**config.mk**
```make
export PLATFORM = sky130hd
export DESIGN_NAME = rtc_counter_alarm_regs
export DESIGN_NICKNAME = d
export VERILOG_FILES = /design/src/design/rtc_pkg.sv /design/src/design/rtc_counter_alarm_regs.sv
export VERILOG_INCLUDE_DIRS = /design/src /design/src/design
export SDC_FILE = /design/constraint.sdc
export NUM_CORES = 1
export LEC_CHECK = 0
export BUFFER_PORTS_ARGS = -buffer_cell sky130_fd_sc_hd__buf_4
export CAP_MARGIN = 25
export CORE_MARGIN = 4
export CORE_UTILIZATION = 24
export CTS_CLUSTER_DIAMETER = 150
export DETAILED_ROUTE_END_ITERATION = 8
export PLACE_DENSITY = 0.42
export SYNTH_ARGS = -nofsm -noshare
export SYNTH_HDL_FRONTEND = slang
export SYNTH_SLANG_ARGS = --single-unit
```
**constraint.sdc**
```tcl
create_clock -name core_clk -period 3.3 [get_ports core_clk]
set_input_delay 0.495 -clock core_clk [delete_from_list [all_inputs] [get_ports core_clk]]
set_output_delay 0.495 -clock core_clk [all_outputs]
set_load 0.005 [all_outputs]
```
**src/design/rtc_cfg.svh**
```systemverilog
// Register map, field positions and timing counts of the RTC counter block
// Assumes a 32-bit AXI4-Lite slave with word-aligned registers
// What this block does
// - Second counter registers read only while counter ready is set.
// - Counter writes take effect only with clock run enable and busy both clear.
// - Time count ripples from an 8-bit sub-second stage into a 32-bit second count.
// - High second register shows second count bits 31 to 16.
// - Low second register shows second count bits 15 to 0.
// - Second count cleared only by power-on reset, kept through other resets.
// - Sub-second reload and time-of-day high alarm clear on every reset.
// - Sub-second reload always readable, writable only while its alarm is disabled.
// - Time-of-day high alarm always readable, writable only while its alarm is disabled.
// - Sub-second reload register gives the value the sub-second timer reloads.
// - Every sub-second timer auto-reload sets the sub-second alarm flag.
// - Sub-second counter steps at 256 Hz; its rollover advances the second count.
// - Time-of-day alarm fires on rollover when low 20 bits of alarm and seconds match.
// - Set sub-second flag requests interrupt when enabled; software clears the flag.
`ifndef RTC_CFG_SVH
`define RTC_CFG_SVH
// Register indices; byte address is four times the index
`define RTC_IDX_SUBSEC    8'h1A
`define RTC_IDX_SEC_HIGH  8'h1B
`define RTC_IDX_SEC_LOW   8'h1C
`define RTC_IDX_SS_RELOAD 8'h1D
`define RTC_IDX_TOD_HIGH  8'h1E
`define RTC_IDX_TOD_LOW   8'h1F
`define RTC_IDX_CTRL      8'h20
// Control and status bit positions
`define RTC_BIT_RUN       0
`define RTC_BIT_SS_EN     1
`define RTC_BIT_TOD_EN    2
`define RTC_BIT_BUSY      3
`define RTC_BIT_READY     4
`define RTC_BIT_TOD_FLAG  6
`define RTC_BIT_SS_FLAG   7
// Reset values
`define RTC_RST_SEC       32'h0000_0000
`define RTC_RST_BYTE      8'h00
// Source 32.768 kHz edges per 256 Hz tick, and busy cycles after a counter write
`define RTC_SRC_HZ        32768
`define RTC_TICK_HZ       256
`define RTC_DIV_TICKS     (`RTC_SRC_HZ / `RTC_TICK_HZ)
`define RTC_BUSY_CYCLES   2'h2
// AXI responses
`define RTC_RESP_OKAY     2'h0
`define RTC_RESP_SLVERR   2'h2
`define RTC_RESP_DECERR   2'h3
`endif

```
**src/design/rtc_pkg.sv**
```systemverilog
// Types shared by the RTC counter block
// Assumes rtc_cfg.svh is on the include path
package rtc_pkg;
  typedef logic [7:0] reg_idx_t;
  typedef struct packed {
    logic [2:0]  sync;
    logic        level;
    logic [7:0]  div;
    logic [7:0]  sub;
    logic [31:0] sec;
    logic [7:0]  ssReload;
    logic [7:0]  alarmTimer;
    logic [3:0]  todHigh;
    logic [15:0] todLow;
    logic        runEn;
    logic        ssEn;
    logic        todEn;
    logic        ssFlag;
    logic        todFlag;
    logic [1:0]  busyCnt;
    logic        irq;
    logic        awHeld;
    reg_idx_t    awIdx;
    logic        wHeld;
    logic [31:0] wData;
    logic [3:0]  wStrb;
    logic        bValid;
    logic [1:0]  bResp;
    logic        rValid;
    logic [31:0] rData;
    logic [1:0]  rResp;
  } rtc_state_s;
endpackage : rtc_pkg

```
**src/design/rtc_counter_alarm_regs.sv**
```systemverilog
// RTC second counter, sub-second alarm and time-of-day alarm registers
// Assumes a 32.768 kHz source pin, one core clock and an AXI4-Lite master
//
// Implementation choice: register access over AXI4-Lite.
`timescale 1ns/1ns
`include "rtc_cfg.svh"
module rtc_counter_alarm_regs #(
  parameter int ADDR_W = 12,
  parameter int DIV    = `RTC_DIV_TICKS
) (
  // Clock and resets
  input  wire logic                 core_clk,
  input  wire logic                 sys_rst,
  input  wire logic                 porRst,
  // Counter source pin
  input  wire logic                 clk32kIn,
  // AXI4-Lite write
  input  wire logic                 awvalid,
  output logic                      awready,
  input  wire logic [ADDR_W-1:0]    awaddr,
  input  wire logic [2:0]           awprot,
  input  wire logic                 wvalid,
  output logic                      wready,
  input  wire logic [31:0]          wdata,
  input  wire logic [3:0]           wstrb,
  output logic                      bvalid,
  input  wire logic                 bready,
  output logic [1:0]                bresp,
  // AXI4-Lite read
  input  wire logic                 arvalid,
  output logic                      arready,
  input  wire logic [ADDR_W-1:0]    araddr,
  input  wire logic [2:0]           arprot,
  output logic                      rvalid,
  input  wire logic                 rready,
  output logic [31:0]               rdata,
  output logic [1:0]                rresp,
  // Status
  output logic                      alarmIrq,
  output logic                      counterReady,
  output logic                      counterBusy
);
  import rtc_pkg::*;

  rtc_state_s q;
  rtc_state_s d;
  logic       edge32;
  logic       tick;
  logic       roll;
  logic       doWrite;
  logic       wrCount;
  logic       wrSub;
  logic [31:0] secNext;
  reg_idx_t   arIdx;

  function automatic logic [15:0] merge16(input logic [15:0] old, input logic [15:0] nw,
                                          input logic [1:0] strb);
    merge16 = {strb[1] ? nw[15:8] : old[15:8], strb[0] ? nw[7:0] : old[7:0]};
  endfunction : merge16

  assign awready      = !q.awHeld;
  assign wready       = !q.wHeld;
  assign arready      = !q.rValid;
  assign bvalid       = q.bValid;
  assign bresp        = q.bResp;
  assign rvalid       = q.rValid;
  assign rdata        = q.rData;
  assign rresp        = q.rResp;
  assign alarmIrq     = q.irq;
  assign counterBusy  = q.busyCnt != 2'h0;
  assign counterReady = q.busyCnt == 2'h0;
  assign arIdx        = araddr[ADDR_W-1:2] < 10'h100 ? araddr[9:2] : 8'hFF;

  always_comb begin
    d       = q;
    edge32  = 1'b0;
    doWrite = q.awHeld && q.wHeld && !q.bValid;
    wrCount = 1'b0;
    wrSub   = 1'b0;
    // Source pin: a rising change counts once the second and third stages agree
    d.sync = {q.sync[1:0], clk32kIn};
    if (q.sync[1] == q.sync[2] && q.sync[2] != q.level) begin
      d.level = q.sync[2];
      edge32  = q.sync[2];
    end
    tick = 1'b0;
    if (q.runEn && edge32) begin
      if (q.div == 8'(DIV - 1)) begin
        d.div = 8'h00;
        tick  = 1'b1;
      end else begin
        d.div = q.div + 8'h01;
      end
    end
    roll    = tick && q.sub == 8'hFF;
    secNext = q.sec + 32'h1;
    if (tick) begin
      d.sub = q.sub + 8'h01;
    end
    if (roll) begin
      d.sec = secNext;
    end
    // Sub-second alarm timer reloads from the reload register when it expires
    if (!q.ssEn) begin
      d.alarmTimer = q.ssReload;
    end else if (tick) begin
      if (q.alarmTimer == 8'h00) begin
        d.alarmTimer = q.ssReload;
      end else begin
        d.alarmTimer = q.alarmTimer - 8'h01;
      end
    end
    if (q.busyCnt != 2'h0) begin
      d.busyCnt = q.busyCnt - 2'h1;
    end
    // Write channel
    if (awvalid && !q.awHeld) begin
      d.awHeld = 1'b1;
      d.awIdx  = awaddr[ADDR_W-1:2] < 10'h100 ? awaddr[9:2] : 8'hFF;
    end
    if (wvalid && !q.wHeld) begin
      d.wHeld = 1'b1;
      d.wData = wdata;
      d.wStrb = wstrb;
    end
    if (q.bValid && bready) begin
      d.bValid = 1'b0;
    end
    if (doWrite) begin
      d.awHeld = 1'b0;
      d.wHeld  = 1'b0;
      d.bValid = 1'b1;
      d.bResp  = `RTC_RESP_OKAY;
      wrCount  = !q.runEn && q.busyCnt == 2'h0;
      case (q.awIdx)
        `RTC_IDX_SUBSEC: begin
          if (wrCount) begin
            wrSub = q.wStrb[0];
            if (q.wStrb[0]) d.sub = q.wData[7:0];
          end else begin
            d.bResp = `RTC_RESP_SLVERR;
          end
        end
        `RTC_IDX_SEC_HIGH: begin
          if (wrCount) d.sec[31:16] = merge16(q.sec[31:16], q.wData[15:0], q.wStrb[1:0]);
          else d.bResp = `RTC_RESP_SLVERR;
        end
        `RTC_IDX_SEC_LOW: begin
          if (wrCount) d.sec[15:0] = merge16(q.sec[15:0], q.wData[15:0], q.wStrb[1:0]);
          else d.bResp = `RTC_RESP_SLVERR;
        end
        `RTC_IDX_SS_RELOAD: begin
          if (!q.ssEn) begin
            if (q.wStrb[0]) d.ssReload = q.wData[7:0];
          end else begin
            d.bResp = `RTC_RESP_SLVERR;
          end
        end
        `RTC_IDX_TOD_HIGH: begin
          if (!q.todEn) begin
            if (q.wStrb[0]) d.todHigh = q.wData[3:0];
          end else begin
            d.bResp = `RTC_RESP_SLVERR;
          end
        end
        `RTC_IDX_TOD_LOW: begin
          d.todLow = merge16(q.todLow, q.wData[15:0], q.wStrb[1:0]);
        end
        `RTC_IDX_CTRL: begin
          if (q.wStrb[0]) begin
            d.runEn = q.wData[`RTC_BIT_RUN];
            d.ssEn  = q.wData[`RTC_BIT_SS_EN];
            d.todEn = q.wData[`RTC_BIT_TOD_EN];
            // Flags clear on a written zero
            if (!q.wData[`RTC_BIT_TOD_FLAG]) d.todFlag = 1'b0;
            if (!q.wData[`RTC_BIT_SS_FLAG])  d.ssFlag  = 1'b0;
          end
        end
        default: d.bResp = `RTC_RESP_DECERR;
      endcase
      if (wrCount && (q.awIdx == `RTC_IDX_SUBSEC || q.awIdx == `RTC_IDX_SEC_HIGH ||
                      q.awIdx == `RTC_IDX_SEC_LOW)) begin
        d.busyCnt = `RTC_BUSY_CYCLES;
      end
    end
    // Hardware set wins over a software clear in the same cycle
    if (q.ssEn && tick && q.alarmTimer == 8'h00) begin
      d.ssFlag = 1'b1;
    end
    if (roll && {q.todHigh, q.todLow} == secNext[19:0]) begin
      d.todFlag = 1'b1;
    end
    d.irq = (d.ssFlag && d.ssEn) || (d.todFlag && d.todEn);
    // Read channel
    if (q.rValid && rready) begin
      d.rValid = 1'b0;
    end
    if (arvalid && !q.rValid) begin
      d.rValid = 1'b1;
      d.rData  = 32'h0000_0000;
      d.rResp  = `RTC_RESP_OKAY;
      case (arIdx)
        `RTC_IDX_SUBSEC: begin
          if (counterReady) d.rData = {24'h00_0000, q.sub};
          else d.rResp = `RTC_RESP_SLVERR;
        end
        `RTC_IDX_SEC_HIGH: begin
          if (counterReady) d.rData = {16'h0000, q.sec[31:16]};
          else d.rResp = `RTC_RESP_SLVERR;
        end
        `RTC_IDX_SEC_LOW: begin
          if (counterReady) d.rData = {16'h0000, q.sec[15:0]};
          else d.rResp = `RTC_RESP_SLVERR;
        end
        `RTC_IDX_SS_RELOAD: d.rData = {24'h00_0000, q.ssReload};
        `RTC_IDX_TOD_HIGH:  d.rData = {28'h000_0000, q.todHigh};
        `RTC_IDX_TOD_LOW:   d.rData = {16'h0000, q.todLow};
        `RTC_IDX_CTRL: begin
          d.rData[`RTC_BIT_RUN]      = q.runEn;
          d.rData[`RTC_BIT_SS_EN]    = q.ssEn;
          d.rData[`RTC_BIT_TOD_EN]   = q.todEn;
          d.rData[`RTC_BIT_BUSY]     = counterBusy;
          d.rData[`RTC_BIT_READY]    = counterReady;
          d.rData[`RTC_BIT_TOD_FLAG] = q.todFlag;
          d.rData[`RTC_BIT_SS_FLAG]  = q.ssFlag;
        end
        default: d.rResp = `RTC_RESP_DECERR;
      endcase
    end
    // Any reset clears alarms, control and bus; counters only on power-on
    if (sys_rst || porRst) begin
      d.sync       = 3'h0;
      d.level      = 1'b0;
      d.ssReload   = `RTC_RST_BYTE;
      d.todHigh    = 4'h0;
      d.todLow     = 16'h0000;
      d.alarmTimer = `RTC_RST_BYTE;
      d.runEn      = 1'b0;
      d.ssEn       = 1'b0;
      d.todEn      = 1'b0;
      d.ssFlag     = 1'b0;
      d.todFlag    = 1'b0;
      d.busyCnt    = 2'h0;
      d.irq        = 1'b0;
      d.awHeld     = 1'b0;
      d.awIdx      = 8'h00;
      d.wHeld      = 1'b0;
      d.wData      = 32'h0000_0000;
      d.wStrb      = 4'h0;
      d.bValid     = 1'b0;
      d.bResp      = 2'h0;
      d.rValid     = 1'b0;
      d.rData      = 32'h0000_0000;
      d.rResp      = 2'h0;
    end
    if (porRst) begin
      d.div = 8'h00;
      d.sub = `RTC_RST_BYTE;
      d.sec = `RTC_RST_SEC;
    end
  end

  always_ff @(posedge core_clk) begin
    q <= d;
  end
endmodule : rtc_counter_alarm_regs

```
==> metrics.cfg <==
[synth]
synth_top_area_share=0.362
async_flop_share=0
syn-cell-area_um2=8080
synth.area.top_cells=dfxtp_1 36%, mux2i_1 6.2%, nor2_1 6.1%
netlist_instances=1033
ys_top_cells_by_count=146 x dfxtp_1, 132 x nor2_1, 114 x nand2_1
synth_top_family_by_area=simple AND/OR/NAND/NOR gates
synth.largest_area_cell=dfxtp_1
avgSynthCellArea_um2=7.82
synth-simple-area-share=0.258
synth-seq-cells=146
ys_warn_count=0
synth_fa_ha_area_frac=0.00774
synth_edf_count=0
synth_cell_types=66
synthMuxAreaShare=0.0652
synth_compound_area_frac=0.184
synth_ff_type=dfxtp_1
yosysMostFrequentCell=dfxtp_1
synth_seq_area_share=0.362
synth_xor_area_frac=0.0455

[detailed_routing]
postRouteAntennaNets=0
drcViolationCount=0
wl_per_cell_um=18.0
routed_wirelength_um=27300
num_vias=7421
drt_first_iter_violations=499
viasPerCell=4.89
first_pass_iters=4

[clocking]
clock_path_buffers=2
clk_latency_ns=0.42
postCtsResizedCells=0
cts_tree=built
numCtsBuffers=17
cts_sinks=146
post-cts-setup-buffer-count=0
clkTransAtPathRegs_ns=0.06
cts_hold_buf=0
cts_root_buf=clkbuf_16
htreeDepth=4

[floorplanning]
die_h_um=191
dieArea_um2=36700
rows=66
coreArea_um2=32900
die_w_um=191
ios=119
start_util=0.246

[critical_path]
crit_path_start_kind=register
worstPathMaxFanout=10
r2r_setup_slack_ns=0.37
reg2reg_depth=8
cp.arrival_ns=3.21
crit_type=register to register
required_ns=3.58
cp-end-kind=register

[min_path]
hold_path_class=input port to register
hold_depth=2

[layout]
final_cell_area_um2=9550
area_delta_synth_final_pct=18.2
antenna_cells=0
fillers=3643
multiInputGateArea_um2=4590
regArea_um2=2920
final_cells=1519
fin_util=0.291
fin_nets=1145
drive_gt1_frac=0.138

[pwr]
finalPower_mw=4.08
power-per-cell-area_nw_per_um2=427
leakage_nw=3.56
ir_drop_mv=0.356

[global_route]
antenna_found_initial=0
grt_pass1_wl_um=42600
grt_pass1_vias=7221
globalRouteTotalUtil=0.149
grt_max_degree=50
grt.overflow.total=0

[placement]
hpwl_um=20200
port-buffer-count=74
dpl_cell_area_um2=8940
dp_cells=1488
gp_congestion=0.817

[timing]
maxSlewViolCount=0
fmax_mhz=341
period_share=0.888
grt_setup_unrepaired=no
finalSetupViolCount=0
slew_headroom=0.528
min_period_ns=2.93
tns_ns=0
fin_skew_ns=0.0115
hold_viol_final=0
worst_slew_pin_slew_ns=0.707

[outcome]
outcome=finished clean

[flow_run]
drv_cap=0

## final cells by class
class | count | area share
inverters | 19 | 0.00747
well taps | 442 | 0.0579
clock buffers | 19 | 0.0474
multi-input cells | 776 | 0.481
flip-flops and latches | 146 | 0.306
repair buffers | 105 | 0.0839
clock inverters | 12 | 0.0162
## cells in the final DEF, fill, tap and decap left out, types with 15 or more instances in the layout
cell type  netlist  layout
a211oi_1        15      15
a21oi_1         70      70
a221oi_1        15      15
buf_4           36     104
clkbuf_16        0      17
conb_1           1      16
dfxtp_1        146     146
inv_1           19      19
mux2i_1         50      50
nand2_1        114     114
nand3_1         30      30
nand4_1         23      23
nor2_1         132     132
nor3_1          38      38
o21ai_0         49      49
xnor2_1         24      24
xor2_1          18      18
## where the power goes
| group | leakage (nW) | internal [mW] | switching, mW |
|---|---|---|---|
| Sequential | 1.18 | 1.78 | 0.0309 |
| Clock | 0.296 | 1.23 | 0.827 |
| Combinational | 2.09 | 0.0902 | 0.119 |
## cell families (layout without fill, tap and decap cells)
family | count (synthesis) | after routing
simple gates | 431 | 431
compound gates | 230 | 230
flops | 146 | 146
buf+inv | 126 | 155
mux | 52 | 52
xor+xnor | 42 | 42
fa+ha+maj | 5 | 5
other cells | 1 | 16
## final timing paths
check                                          from                   to
worst min-delay path                       clk32kIn    q[177]$_SDFF_PP0_
worst min register to register    q[177]$_SDFF_PP0_    q[178]$_SDFF_PP0_
worst max-delay path            q[168]$_SDFFE_PP0P_  q[135]$_SDFFE_PP0P_
worst max register to register  q[168]$_SDFFE_PP0P_  q[135]$_SDFFE_PP0P_
## worst max-delay path: stages (launching register included)
cell,delay [ns]
dfxtp_1,0.40
ha_1,0.23
nand4_1,0.15
or4_4,0.51
or3_1,0.63
nand2_1,0.47
o21ai_0,0.17
a21oi_1,0.18
nor2_1,0.05
## flip-flops by register name (all words and copies together), names as in the netlist
signal    flops
alarmIrq      1
bresp         2
bvalid        1
q           123
rdata        16
rresp         2
rvalid        1
## metrics by stage
stage / hold slack (ns) / setup WS, ns
after global placement: 0.412 / 0.429
after floorplan: 0.406 / 0.732
final: 0.287 / 0.370
after detailed placement: 0.417 / 0.396
after global routing: 0.278 / 0.143
after CTS: 0.276 / 0.373
## layer usage
metal	wire [um]	share of wire	track usage
met1	14000	0.51	0.224
met4	241	0.0088	0.0262
met5	0	0	0
met3	1420	0.052	0.0305
met2	11600	0.43	0.223
Note: power is estimated with default switching activity, not from simulation.
